File: src/hw/op_exec_pkg.sv
package op_exec_pkg;

    localparam int IW = 14;
    localparam int PCW = 13;
    localparam int AW = 7;
    localparam int DW = 8;
    localparam int LW = 5;

    // instruction field and PC latch bit positions
    localparam int ADDR_LSB = 0;
    localparam int BIT_LSB = 7;
    localparam int BIT_MSB = 9;
    localparam int TGT_MSB = 10;
    localparam int TGT_LSB = 0;
    localparam int LATCH_LO = 3;
    localparam int LATCH_HI = 4;

    // opcode prefixes
    localparam logic [3:0] SKIP_SET_PFX = 4'h7;
    localparam int SKIP_PFX_LSB = 10;
    localparam logic [6:0] CLEAR_PFX = 7'h03;
    localparam int CLEAR_PFX_LSB = 7;
    localparam logic [2:0] CALL_PFX = 3'h4;
    localparam int CALL_PFX_LSB = 11;

    localparam logic [IW-1:0] IR_RST = 14'h0000;
    localparam logic [PCW-1:0] PC_RST = 13'h0000;
    localparam logic [PCW-1:0] PC_STEP = 13'h0001;
    localparam logic [LW-1:0] LATCH_RST = 5'h00;
    localparam logic [DW-1:0] CLEAR_VAL = 8'h00;

    typedef enum logic [1:0] {OP_OTHER, OP_SKIP, OP_CLEAR, OP_CALL} op_t;
    typedef enum logic [1:0] {SLOT_EMPTY, SLOT_EXEC, SLOT_NOP} slot_t;

    // instruction fetched by the core, with its address
    typedef struct packed {
        logic vld;
        logic [IW-1:0] word;
        logic [PCW-1:0] pc;
    } fetch_t;

    // strobes and data towards the datapath
    typedef struct packed {
        logic rf_we;
        logic [AW-1:0] rf_addr;
        logic [DW-1:0] rf_wdata;
        logic z_set;
        logic pc_load;
        logic [PCW-1:0] pc_target;
        logic push;
        logic [PCW-1:0] push_data;
        logic discard;
        logic nop_slot;
        logic foreign;
    } ctl_t;

    typedef struct packed {
        slot_t slot;
        logic [IW-1:0] ir;
        logic [PCW-1:0] ret;
        logic [LW-1:0] latch;
        logic kill;
    } state_t;

endpackage : op_exec_pkg

File: src/hw/op_exec.sv
module op_exec
    import op_exec_pkg::*;
(
    // clock and reset
    input wire logic clk_in,
    input wire logic nrst_in,
    // fetch side
    input wire fetch_t fetch_in,
    input wire logic [LW-1:0] upper_pc_latch_in,
    // register file read data for the executing address
    input wire logic [DW-1:0] rf_rdata_in,
    // datapath control
    output ctl_t ctl_out
);

    state_t cur_ff;
    state_t nxt_cur;
    op_t op;
    logic bit_val;
    logic taken;
    // width of the bit-index operand
    localparam int BW = BIT_MSB - BIT_LSB + 1;
    // one lane per data bit: high when that bit is selected and reads one
    logic [DW-1:0] bit_hit;

    function automatic logic is_skip(input logic [IW-1:0] w);
        return w[IW-1:SKIP_PFX_LSB] == SKIP_SET_PFX;
    endfunction : is_skip

    function automatic logic is_clear(input logic [IW-1:0] w);
        return w[IW-1:CLEAR_PFX_LSB] == CLEAR_PFX;
    endfunction : is_clear

    function automatic logic is_call(input logic [IW-1:0] w);
        return w[IW-1:CALL_PFX_LSB] == CALL_PFX;
    endfunction : is_call

    // operand fields of an instruction word
    function automatic logic [AW-1:0] reg_field(input logic [IW-1:0] w);
        return w[ADDR_LSB+AW-1:ADDR_LSB];
    endfunction : reg_field

    function automatic logic [BW-1:0] bit_field(input logic [IW-1:0] w);
        return w[BIT_MSB:BIT_LSB];
    endfunction : bit_field

    function automatic logic [TGT_MSB:TGT_LSB] target_field(
        input logic [IW-1:0] w);
        return w[TGT_MSB:TGT_LSB];
    endfunction : target_field

    function automatic op_t decode(input logic [IW-1:0] w);
        op_t k;
        k = OP_OTHER;
        if (is_skip(w))
            k = OP_SKIP;
        else if (is_clear(w))
            k = OP_CLEAR;
        else if (is_call(w))
            k = OP_CALL;
        return k;
    endfunction : decode

    for (genvar i = 0; i < DW; i++)
    begin : g_bit_lane
        assign bit_hit[i] = rf_rdata_in[i]
            && (bit_field(cur_ff.ir) == BW'(i));
    end

    always_comb
    begin
        op = OP_OTHER;
        unique case (cur_ff.slot)
            SLOT_EXEC:
            begin
                op = decode(cur_ff.ir);
            end
            SLOT_NOP, SLOT_EMPTY:
            begin
                op = OP_OTHER;
            end
            default:
            begin
                op = OP_OTHER;
            end
        endcase
        // selected bit of the addressed register
        bit_val = |bit_hit;
        taken = 1'b0;
        unique case (op)
            OP_SKIP:
            begin
                taken = bit_val;
            end
            OP_CALL:
            begin
                taken = 1'b1;
            end
            OP_CLEAR, OP_OTHER:
            begin
                taken = 1'b0;
            end
        endcase
    end

    always_comb
    begin
        nxt_cur = cur_ff;
        // a pending kill waits for the next fetched word
        if (taken)
        begin
            nxt_cur.kill = 1'b1;
        end
        if (fetch_in.vld)
        begin
            nxt_cur.ir = fetch_in.word;
            nxt_cur.ret = fetch_in.pc + PC_STEP;
            nxt_cur.latch = upper_pc_latch_in;
            if (taken || cur_ff.kill)
            begin
                nxt_cur.slot = SLOT_NOP;
                nxt_cur.kill = 1'b0;
            end
            else
            begin
                nxt_cur.slot = SLOT_EXEC;
            end
        end
        else
        begin
            nxt_cur.slot = SLOT_EMPTY;
        end
    end

    always_ff @(posedge clk_in or negedge nrst_in)
    begin
        if (!nrst_in)
        begin
            cur_ff.slot <= SLOT_EMPTY;
            cur_ff.ir <= IR_RST;
            cur_ff.ret <= PC_RST;
            cur_ff.latch <= LATCH_RST;
            cur_ff.kill <= 1'b0;
        end
        else
        begin
            cur_ff <= nxt_cur;
        end
    end

    always_comb
    begin
        ctl_out.rf_addr = reg_field(cur_ff.ir);
        ctl_out.rf_wdata = CLEAR_VAL;
        ctl_out.pc_target = {cur_ff.latch[LATCH_HI:LATCH_LO],
            target_field(cur_ff.ir)};
        ctl_out.push_data = cur_ff.ret;
        ctl_out.rf_we = 1'b0;
        ctl_out.z_set = 1'b0;
        ctl_out.pc_load = 1'b0;
        ctl_out.push = 1'b0;
        ctl_out.discard = 1'b0;
        ctl_out.nop_slot = (cur_ff.slot == SLOT_NOP);
        ctl_out.foreign = 1'b0;
        // only clear touches the zero flag; skip and call leave flags
        unique case (op)
            OP_SKIP:
            begin
                ctl_out.discard = bit_val;
            end
            OP_CLEAR:
            begin
                ctl_out.rf_we = 1'b1;
                ctl_out.z_set = 1'b1;
            end
            OP_CALL:
            begin
                ctl_out.pc_load = 1'b1;
                ctl_out.push = 1'b1;
                ctl_out.discard = 1'b1;
            end
            OP_OTHER:
            begin
                ctl_out.foreign = (cur_ff.slot == SLOT_EXEC);
            end
        endcase
    end

endmodule : op_exec

File: config.mk
export PLATFORM = sky130hd
export DESIGN_NAME = op_exec
export DESIGN_NICKNAME = d
export VERILOG_FILES = /design/src/hw/op_exec_pkg.sv /design/src/hw/op_exec.sv
export SDC_FILE = /design/constraint.sdc
export NUM_CORES = 1
export LEC_CHECK = 0
export BUFFER_PORTS_ARGS = -buffer_cell sky130_fd_sc_hd__buf_2
export CAP_MARGIN = 0
export CORE_MARGIN = 2
export CORE_UTILIZATION = 48
export CTS_BUF_LIST = sky130_fd_sc_hd__clkbuf_2
export DETAILED_ROUTE_END_ITERATION = 16
export HOLD_SLACK_MARGIN = 0.12
export PLACE_DENSITY_LB_ADDON = 0.25
export SYNTH_ARGS = -nofsm -noshare
export SYNTH_HDL_FRONTEND = slang
export SYNTH_SLANG_ARGS = --single-unit
File: constraint.sdc
create_clock -name clk_in -period 1.69 [get_ports clk_in]
set_input_delay 0.0845 -clock clk_in [delete_from_list [all_inputs] [get_ports clk_in]]
set_output_delay 0.0845 -clock clk_in [all_outputs]
set_load 0.05 [all_outputs]
Yosys cells after proc, flatten, opt, wreduce, memory -nomap -nowiden
Index checks and enable logic that the tools add are counted.
{ "op_classes": {"add_sub_neg": 1, "n_eq_ne": 15, "mux": 14, "n_reduce_logical": 13} }
{ "ops": {"columns": ["operator", "count"], "rows": [
  ["$eq A3 B3 Y1 const B", 5],
  ["$add A13 B1 Y13 const B", 1],
  ["$mux W2", 6],
  ["$logic_and A1 B1 Y1", 8],
  ["$reduce_or A8 Y1", 1],
  ["$eq A7 B2 Y1 const B", 1],
  ["$eq A2 B2 Y1 const B", 3],
  ["$eq A3 B2 Y1 const B", 2],
  ["$mux W1", 6],
  ["$eq A2 B1 Y1 const B", 2],
  ["$eq A4 B3 Y1 const B", 1],
  ["$eq A3 B1 Y1 const B", 1],
  ["$logic_not A3 Y1", 1],
  ["$pmux W1 S3", 1],
  ["$logic_not A2 Y1", 1],
  ["$pmux W1 S2", 1],
  ["$reduce_or A2 Y1", 1],
  ["$logic_or A1 B1 Y1", 1]
]} }
{ "totals": {"reg_bits": 35, "word_cells": 48} }

Depth between registers and ports, before layout
Gate-level depths: netlist of run 1.
{ "logic_depth": {"depth_word": 11, "depth_mapped": 5, "ltp_nobuf": 5} }

Least setup slack after synthesis of run 1
No wires, ideal clock.
{ "synth_timing": {"path_type": "register to output", "start": "register cur_ff[31] (netlist name)", "end": "output ctl_out[47] (netlist name)", "arrival_time_ps": 2742, "t_required_ps": 1605, "slack_ps": -1137, "path_stages_with_launch": 6, "n_path_buf": 1, "path_cell_list": "dfrtp_1 > and4b_1 > a21oi_1 > nand2_1 > nor4_1 > buf_4"} }
{ "synth_rtl": {"columns": ["element", "line_no", "text"], "rows": [
  ["start, declared", "op_exec.sv:16", "state_t cur_ff;"],
  ["start signal, assigned", "op_exec.sv:147", "cur_ff <= nxt_cur;"],
  ["end, declared", "op_exec.sv:13", "output ctl_t ctl_out"]
]} }

==> results.sh, run 1 <==
export IMPL_synthAdderAreaFrac_pct=0.661
export IMPL_hold_viol_final=0
export IMPL_leakage_nw=1.22
export IMPL_clock_sinks=32
export IMPL_synth_mux_area_share_pct=11.6
export IMPL_synthXorXnorAreaFrac_pct=5.09
export IMPL_yosysTopAreaCell="dfrtp_1"
export IMPL_ys_top_cells_by_area="dfrtp_1 42%, buf_4 17%, mux2_2 9.5%"
export IMPL_violations="setup timing"
export IMPL_required_ns=1.61
export IMPL_finClkSkew_ns=0.00872
export IMPL_layout_drive_gt1_share_pct=46.9
export IMPL_syn_area_per_cell_um2=10.2
export IMPL_clk_pin_slew_ns=0.16
export IMPL_final_common_cell="buf_2"
export IMPL_synth_main_ff_cell="dfrtp_1"
export IMPL_power_switching_mw=0.873
export IMPL_syn_area_um2=1890
export IMPL_setup_viol=4
export IMPL_finalNetCount=321
export IMPL_layout_setup_ws_ns=-0.119
export IMPL_setup_worst_path_end_class="output port"
export IMPL_grt_pass1_wl_mm=6.86
export IMPL_tns_ns=-0.377
export IMPL_powerDensity_nw_per_um2=810
export IMPL_gp_congestion=0.749
export IMPL_pwr_share_comb_pct=41.6
export IMPL_relSlewSlack_pct=53.7
export IMPL_finalWirelength_mm=4.34
export IMPL_cts_htree_levels=2
export IMPL_period_needed_ns=1.81
export IMPL_antenna_found_initial=0
export IMPL_maxCapViolCount=0
export IMPL_synthArstFlopShare_pct=100
export IMPL_synth_top_family_by_area="buffers and inverters"
export IMPL_netlist_area_leader_share_pct=42.3
export IMPL_start_util_pct=50.9
export IMPL_final_cell_mix="73 x buf_2, 33 x dlygate4sd3_1, 29 x dfrtp_1, 16 x mux2_2"
export IMPL_r2r_cells=5
export IMPL_syn_inst=186
export IMPL_die_w_um=66.8
export IMPL_clkLatencyLatePin_ns=0.36
export IMPL_synth_seq_cells=32
export IMPL_die_h_um=66.8
export IMPL_path_max_fanout=4
export IMPL_fillCellCount=320
export IMPL_ys_types=34
export IMPL_synth_compound_area_share_pct=6.28
export IMPL_track_usage_pct=20.9
export IMPL_hp_class="in -> async"
export IMPL_grt_pass1_vias=1499
export IMPL_min_period_over_period_pct=107
export IMPL_worstPathArrival_ns=1.72
export IMPL_synth_edff_count=0
export IMPL_num_vias=1566
export IMPL_io_buffers=79
export IMPL_diodes=0
export IMPL_slew_violations=0
export IMPL_clock_fmax_mhz=553
export IMPL_grt_max_degree=33
export IMPL_route_detailed_drc=0
export IMPL_place_area_um2=2070
export IMPL_pwr_share_clk_pct=15.9
export IMPL_cts_path_max_buffers=2
export IMPL_dp_cells=274
export IMPL_p_int_mw=1.23
export IMPL_rsz0062_at_grt="yes"
export IMPL_fin_cells=325
export IMPL_ys_seq_area_share_pct=42.3
export IMPL_row_count=22
export IMPL_wl_per_cell_um=13.4
export IMPL_cts_made_buffers=5
export IMPL_cts_root_buf="clkbuf_2"
export IMPL_grt_overflow=0
export IMPL_ir_drop_mv=0.526
export IMPL_area_delta_synth_final_pct=36.9
export IMPL_tightest_slew_ns=0.694
export IMPL_start_kind="register"
export IMPL_dr_pass1_iters=5
export IMPL_io_pins=91
export IMPL_die_area_um2=4460
export IMPL_final_antenna_net_count=0
export IMPL_drt_iter0_drc=46
export IMPL_yosys_warnings=0
export IMPL_viasPerCell=4.82
export IMPL_path_class="reg -> out"
export IMPL_status="complete, but fails checks"
export IMPL_fin_area_um2=2590
export IMPL_p_seq_share_pct=42.5
export IMPL_sw_frac_of_total_pct=41.6
export IMPL_cts_tree="yes"
export IMPL_dp_hpwl_mm=2.62
export IMPL_core_region_area_um2=3720
export IMPL_synthSimpleGateAreaFrac_pct=14.2
Yosys cell counts, types with 2 or more instances:
| cell type | count |
|---|---|
| a21oi_1 | 13 |
| a221oi_1 | 2 |
| buf_2 | 3 |
| buf_4 | 44 |
| dfrtp_1 | 32 |
| inv_1 | 5 |
| mux2_2 | 16 |
| mux2i_1 | 4 |
| nand2_1 | 7 |
| nand3_1 | 5 |
| nand4_1 | 2 |
| nor2_1 | 16 |
| nor2b_1 | 2 |
| nor3_1 | 5 |
| o21ai_0 | 2 |
| xnor2_1 | 8 |
| xor2_1 | 3 |
power groups by stage:
| stage | registers, mW | clock network [mW] | logic (mW) |
|---|---|---|---|
| 2_1_floorplan | 0.902 | 0 | 0.679 |
| 3_3_place_gp | 0.916 | 0 | 0.716 |
| 3_5_place_dp | 0.918 | 0 | 0.721 |
| 4_1_cts | 0.890 | 0.351 | 0.857 |
| 5_1_grt | 0.905 | 0.384 | 0.921 |
| 6_report | 0.893 | 0.334 | 0.873 |
critical path, stage by stage (launching register included):
cell,delay [ns]
dfrtp_2,0.46
and4b_1,0.23
a21oi_2,0.15
nand2_2,0.10
nor4_4,0.22
buf_6,0.21
state kept, by name (all words and copies together), names as in the netlist:
name / flops
ctl_out: 26
cur_ff: 6
logic make-up (layout without fill, tap and decap cells):
logic type      after synthesis  after routing
buf+inv                      54            138
simple gates                 47             47
flops                        32             32
compound gates               20             20
mux                          20             20
xor+xnor                     11             11
fa+ha+maj                     1              1
other cells                   1              8
area by class of cell:
| cell class | count | area (um^2) | share of cell area, % |
|---|---|---|---|
| Clock buffer | 5 | 25.0 | 0.966 |
| Clock inverter | 2 | 7.51 | 0.290 |
| Inverter | 5 | 18.8 | 0.724 |
| Multi-Input combinational cell | 107 | 807 | 31.1 |
| Sequential cell | 32 | 805 | 31.0 |
| Tap cell | 48 | 60.1 | 2.32 |
| Timing Repair Buffer | 126 | 868 | 33.5 |
what timing repair did:
action | in CTS | in global routing
hold endpoints to repair | 61 | 0
cloned | 0 | 0
pin swaps | 2 | 1
setup buffers | 11 | 0
hold buffers | 33 | 0
setup endpoints to repair | 6 | 8
gates resized for setup | 13 | 10
routing by layer:
metal	wire length [um]	vias up	GRT usage (%)
li1	-	768	-
met1	1720	730	23.2
met2	2300	61	38.3
met3	260	7	6.42
met4	63	0	5.61
met5	0	-	0
final timing paths:
kind | startpoint | to | slack, ns
worst max-delay path | cur_ff[31] | ctl_out[31] | -0.12
worst min-delay path | nrst_in | ctl_out[3] | 0.29
worst max register to register | ctl_out[25] | cur_ff[0] | 0.23
worst min register to register | ctl_out[3] | ctl_out[3] | 0.51
max in group asynchronous | nrst_in | cur_ff[30] | 0.91
min in group clk_in | rf_rdata_in[0] | cur_ff[34] | 0.36
per-stage QoR:
stage	power, mW	utilization [%]	worst slack, ns	hold slack [ns]
after floorplan	1.58	-	-0.185	-0.211
after global placement	1.63	55.8	0.167	0.177
after detailed placement	1.64	55.8	0.149	0.174
after CTS	2.10	68.8	-0.0782	0.280
after global routing	2.21	69.7	-0.216	0.301
final	2.10	69.7	-0.119	0.288
Note: power is estimated with default switching activity, not from simulation.
==> run 2, diff against run 1 <==
Settings changed: ABC_AREA set to 1.
==> run 2 against run 1 <==
Compared with the run above:
- the flow now finishes without violations
- wire length increased by 0.41%
- sequential power shrank 0.6%
- register-to-register slack better by 0.08 ns
- largest power group unchanged
- fmax grew 11%
- total power is 5.4% lower
- combinational power decreased by 14%
- core utilization fell by 4.7 points
- global-route usage decreased by 2.2 points
- worst setup slack improved by 0.19 ns
==> results.sh, run 2 <==
export IMPL_status="complete, no violations"
export IMPL_cts_made_buffers=5
export IMPL_fillCellCount=357
export IMPL_final_cell_mix="81 x nand2_1, 73 x buf_2, 34 x dlygate4sd3_1, 29 x dfrtp_1, 15 x inv_1"
export IMPL_path_max_fanout=5
export IMPL_yosysTopAreaCell="dfrtp_1"
export IMPL_route_detailed_drc=0
export IMPL_slowest_delay_ns=0.48
export IMPL_powerDensity_nw_per_um2=775
export IMPL_period_needed_ns=1.62
export IMPL_clkLatencyLatePin_ns=0.34
export IMPL_layout_drive_gt1_share_pct=35.1
export IMPL_path_class="reg -> out"
export IMPL_die_w_um=67.4
export IMPL_multiInputGateArea_um2=756
export IMPL_syn_inst=253
export IMPL_finClkSkew_ns=0.00290
export IMPL_rsz0062_at_grt="yes"
export IMPL_final_common_cell="nand2_1"
export IMPL_tightest_slew_ns=0.693
export IMPL_slew_violations=0
export IMPL_ys_types=24
export IMPL_synth_main_ff_cell="dfrtp_1"
export IMPL_grt_pass1_vias=1492
export IMPL_drt_iter0_drc=45
export IMPL_grt_max_degree=33
export IMPL_critPathBufInv=3
export IMPL_crit_slowest_cell="dfrtp_2"
export IMPL_wl_per_cell_um=11.2
export IMPL_largest_reg_flops=26
export IMPL_syn_area_per_cell_um2=7.63
export IMPL_cts_path_max_buffers=2
export IMPL_holdWs_ns=0.289
export IMPL_setup_viol=0
export IMPL_cts_root_buf="clkbuf_2"
export IMPL_io_pins=91
export IMPL_row_count=23
export IMPL_dp_hpwl_mm=2.73
export IMPL_clock_sinks=32
export IMPL_synth_seq_cells=32
export IMPL_diodes=0
export IMPL_netlist_area_leader_share_pct=41.5
export IMPL_finalNetCount=382
export IMPL_clk_pin_slew_ns=0.16
export IMPL_clock_fmax_mhz=616
export IMPL_antenna_found_initial=0
export IMPL_die_h_um=67.4
export IMPL_start_kind="register"
export IMPL_maxCapViolCount=0
export IMPL_syn_area_um2=1930
export IMPL_area_delta_synth_final_pct=32.8
export IMPL_synthArstFlopShare_pct=100
export IMPL_ir_drop_mv=0.421
export IMPL_dp_cells=343
export IMPL_grt_pass1_wl_mm=6.26
export IMPL_ys_seq_area_share_pct=41.5
export IMPL_fin_area_um2=2560
export IMPL_min_period_over_period_pct=96.1
export IMPL_crit_family="flip-flops"
export IMPL_place_area_um2=2090
export IMPL_worstPathCellList="buf_6 -> nand4_1 -> nand2_1 -> nor2_1 -> nand3_1 -> nand2_2 -> inv_2 -> buf_6"
export IMPL_track_usage_pct=18.7
export IMPL_hold_viol_final=0
export IMPL_yosys_warnings=0
export IMPL_start_util_pct=48.9
export IMPL_dr_pass1_iters=6
export IMPL_io_buffers=79
export IMPL_gp_congestion=0.777
export IMPL_crit_top_cell="buf_6"
export IMPL_required_ns=1.61
export IMPL_leakage_nw=1.40
export IMPL_final_antenna_net_count=0
export IMPL_synth_common_cells="83 x nand2_1, 43 x buf_4, 32 x dfrtp_1"
export IMPL_relSlewSlack_pct=53.8
export IMPL_cts_tree="yes"
export IMPL_ys_top_cells_by_area="dfrtp_1 42%, buf_4 17%, nand2_1 16%"
export IMPL_worstPathArrival_ns=1.54
export IMPL_grt_overflow=0
export IMPL_synth_edff_count=0
export IMPL_finalWirelength_mm=4.36
export IMPL_viasPerCell=4.47
export IMPL_die_area_um2=4540
export IMPL_setup_worst_path_end_class="output port"
export IMPL_fin_cells=389
export IMPL_num_vias=1740
export IMPL_hp_class="in -> async"
export IMPL_cts_htree_levels=2
export IMPL_yosysMostFrequentCell="nand2_1"
export IMPL_regArea_um2=805
export IMPL_core_region_area_um2=3940
[run 2: changes by cell type in the layout (fill, tap and decap cells not counted), sizes merged, moves of 3 or more]
cell / change
nand2: +80
buf: -7
nand3: +6
o21ai: +14
inv: +15
mux2i: -4
nor3: -3
xnor2: -7
mux2: -16
a21oi: -10
nor2: +4
[run 2: path summary, 6_finish.rpt]
kind                                startpoint           to  slack, ns  cells past startpoint
worst max-delay path               ctl_out[26]   ctl_out[2]       0.07                      8
worst min-delay path                   nrst_in  ctl_out[13]       0.29                      2
worst max register to register      cur_ff[30]    cur_ff[0]       0.31                      9
worst min register to register     ctl_out[29]  ctl_out[29]       0.48                      2
max in group asynchronous              nrst_in  ctl_out[25]       0.89                      2
min in group clk_in             rf_rdata_in[4]   cur_ff[33]       0.38                      9
[run 2: cell families (layout without fill, tap and decap cells)]
kind of cell | Yosys count | count (layout) | share of synthesized area (%)
AOI/OAI and AO/OA | 20 | 20 | 5.32
adders and majority gates | 1 | 1 | 0.648
and+or+nand+nor | 125 | 125 | 27.9
buffers and inverters | 69 | 148 | 22.2
DFF | 32 | 32 | 41.5
xor gates and xnor gates | 5 | 5 | 2.27
other | 1 | 8 | 0.194
[run 2: routing by layer]
metal	GRT usage [%]	share of wire, %	vias to the layer above
met5	0	0	-
met4	7.91	1.4	0
met3	3.50	4.3	6
met2	33.9	53	52
met1	21.4	41	781
li1	-	-	901
[run 2: worst reg2reg max path, cell delays in order (launching register included)]
cell,delay [ns]
dfrtp_1,0.45
nand2_1,0.08
nor2_1,0.15
a21oi_1,0.08
inv_1,0.08
nand2_1,0.05
inv_1,0.06
nand2_2,0.06
buf_4,0.14
a21oi_1,0.16
[run 2: what timing repair did]
item / in CTS / in global routing
setup buffers: 1 / 3
setup endpoints to repair: 4 / 6
resized for setup: 7 / 23
endpoints found under the hold margin: 61 / 2
hold buffers: 33 / 1
pin swaps: 0 / 6
[run 2: cell type report]
type,instances,share of cell area (%)
Multi-Input combinational cell,159,29.5
Sequential cell,32,31.4
Tap cell,50,2.44
Clock buffer,7,1.37
Timing Repair Buffer,120,32.2
Clock inverter,1,0.146
Inverter,20,2.93
[run 2: through the flow]
| step | total power, mW | setup WS [ns] | util, % | setup TNS [ns] |
|---|---|---|---|---|
| 3_5_place_dp | 1.55 | 0.266 | 52.9 | 0 |
| 2_1_floorplan | 1.49 | 0.0793 | - | 0 |
| 6_report | 1.99 | 0.0661 | 65.0 | 0 |
| 4_1_cts | 1.97 | 0.000271 | 62.8 | 0 |
| 3_3_place_gp | 1.54 | 0.286 | 52.9 | 0 |
| 5_1_grt | 2.10 | -0.0647 | 65.0 | -0.288 |
[run 2: power by group]
group	internal (mW)	total, mW	switching, mW
registers	0.836	0.888	0.0524
logic	0.225	0.749	0.524
clock network	0.111	0.348	0.237
total	1.17	1.99	0.814
==> run 3, diff against run 2 <==
==> constraint.sdc (replaced) <==
create_clock -name clk_in -period 1.69 [get_ports clk_in]
set_input_delay 0.338 -clock clk_in [delete_from_list [all_inputs] [get_ports clk_in]]
set_output_delay 0.338 -clock clk_in [all_outputs]
set_load 0.05 [all_outputs]
==> run 3 against run 2 <==
Compared with the run above:
- the run now ends with setup timing left
- clock skew increased by 0.0014 ns
- cell count decreased by 8.7%
- via count is 8.4% lower
- sequential power about the same
- clock-buffer cell count is 1 lower
- wire length fell by 11%
- fmax down 15%
- combinational power decreased by 8.1%
- largest power group unchanged
- worst setup slack worse by 0.29 ns
- design area down 12%
==> results.sh, run 3 (synthesis results as in run 2) <==
export IMPL_antenna_found_initial=0
export IMPL_clock_sinks=32
export IMPL_track_usage_pct=17.7
export IMPL_grt_pass1_vias=1325
export IMPL_fin_area_um2=2260
export IMPL_pre_cts_slack_ns=0.0304
export IMPL_setup_viol=6
export IMPL_setup_worst_path_end_class="output port"
export IMPL_core_region_area_um2=3940
export IMPL_final_common_cell="nand2_1"
export IMPL_place_area_um2=2100
export IMPL_regArea_um2=805
export IMPL_slew_violations=0
export IMPL_holdWs_ns=0.165
export IMPL_grt_max_degree=33
export IMPL_rsz0062_at_grt="yes"
export IMPL_layout_setup_ws_ns=-0.223
export IMPL_violations="setup timing"
export IMPL_r2r_start="cur_ff[31]"
export IMPL_maxCapViolCount=0
export IMPL_grt_overflow=0
export IMPL_finalWirelength_mm=3.88
export IMPL_num_vias=1593
export IMPL_fin_cells=355
export IMPL_diodes=0
export IMPL_ir_drop_mv=0.373
export IMPL_finClkSkew_ns=0.00425
export IMPL_die_area_um2=4540
export IMPL_viasPerCell=4.49
export IMPL_powerDensity_nw_per_um2=848
export IMPL_cts_made_buffers=5
export IMPL_io_pins=91
export IMPL_wl_per_cell_um=10.9
export IMPL_leakage_nw=1.26
export IMPL_start_util_pct=48.9
export IMPL_layout_drive_gt1_share_pct=40.7
export IMPL_multiInputGateArea_um2=769
export IMPL_final_cell_mix="80 x nand2_1, 73 x buf_2, 29 x dfrtp_1, 13 x inv_1"
export IMPL_row_count=23
export IMPL_cts_htree_levels=2
export IMPL_period_needed_ns=1.91
export IMPL_start_kind="register"
export IMPL_dp_hpwl_mm=2.76
export IMPL_gp_congestion=0.787
export IMPL_path_class="reg -> out"
export IMPL_fin_util_pct=57.4
export IMPL_hp_start="upper_pc_latch_in[3]"
export IMPL_finalNetCount=349
export IMPL_clk_pin_slew_ns=0.16
export IMPL_clock_fmax_mhz=523
export IMPL_path_max_fanout=3
export IMPL_relSlewSlack_pct=52.9
export IMPL_clkLatencyLatePin_ns=0.35
export IMPL_fillCellCount=366
export IMPL_drt_iter0_drc=62
export IMPL_largest_reg_flops=26
export IMPL_required_ns=1.35
export IMPL_cp_startpoint="cur_ff[30]"
export IMPL_status="complete, but fails checks"
export IMPL_worstPathArrival_ns=1.58
export IMPL_grt_pass1_wl_mm=5.93
export IMPL_route_detailed_drc=0
export IMPL_dp_cells=344
export IMPL_cts_path_max_buffers=2
export IMPL_cts_tree="yes"
export IMPL_area_delta_synth_final_pct=17.4
export IMPL_die_w_um=67.4
export IMPL_dr_pass1_iters=4
export IMPL_hp_class="in -> reg"
export IMPL_hold_viol_final=0
export IMPL_die_h_um=67.4
export IMPL_io_buffers=79
export IMPL_final_antenna_net_count=0
export IMPL_tightest_slew_ns=0.707
export IMPL_cts_root_buf="clkbuf_2"
export IMPL_min_period_over_period_pct=113
==> run 3: cell count changes in the layout (fill, tap and decap cells not counted), sizes merged <==
cell,delta
clkbuf,-1
clkinvlp,+1
dlygate4sd3,-33
inv,-1
==> run 3: worst paths after layout <==
kind | slack [ns] | cells past startpoint | to
min in group asynchronous | 0.54 | 2 | ctl_out[15]
hold reg to reg | 0.50 | 2 | ctl_out[4]
setup / recovery | -0.22 | 6 | ctl_out[16]
max in group asynchronous | 0.63 | 2 | ctl_out[25]
setup reg to reg | 0.39 | 9 | cur_ff[0]
hold / removal | 0.17 | 3 | ctl_out[28]
==> run 3: metrics by stage <==
stage	setup TNS [ns]	power [mW]
6_report	-1.04	1.92
5_1_grt	-1.70	2.04
4_1_cts	-1.18	1.94
3_5_place_dp	0	1.55
3_3_place_gp	0	1.55
2_1_floorplan	-0.129	1.49
==> run 3: repair_timing <==
| item | in CTS | in global routing |
|---|---|---|
| hold endpoints to repair | 32 | 0 |
| endpoints found under the setup margin | 6 | 6 |
| hold buffers | 1 | 0 |
| setup buffers | 3 | 0 |
| gates resized for setup | 32 | 4 |
| pin swaps | 9 | 6 |
| cloned | 0 | 0 |
==> run 3: critical path, cell delays in order (launching register included) <==
cell	delay, ns
dfrtp_1	0.44
nor2_4	0.16
nand3_2	0.12
a21boi_2	0.16
nand2_2	0.09
clkinvlp_4	0.10
buf_8	0.15
==> run 3: report_power, final <==
group	switching (mW)	internal [mW]	total [mW]	leakage, nW
clock	0.245	0.0988	0.344	0.0288
sequential	0.0530	0.836	0.889	0.389
combinational	0.514	0.174	0.688	0.842
total	0.812	1.11	1.92	1.26
==> run 3: per-layer routing <==
metal  routed length, um  up-vias  track usage (%)
met2                1860       60             28.8
met3                 269        5             4.67
met4                  65        0             6.89
met5                   0        -                0
met1                1680      692             22.6
li1                    -      836                -
==> run 3: final cells by class <==
class	instances	share of cell area, %
Clock buffer	6	1.33
Tap cell	50	2.76
Inverter	20	3.48
Timing Repair Buffer	87	22.7
Clock inverter	1	0.221
Multi-Input combinational cell	159	34.0
Sequential cell	32	35.5
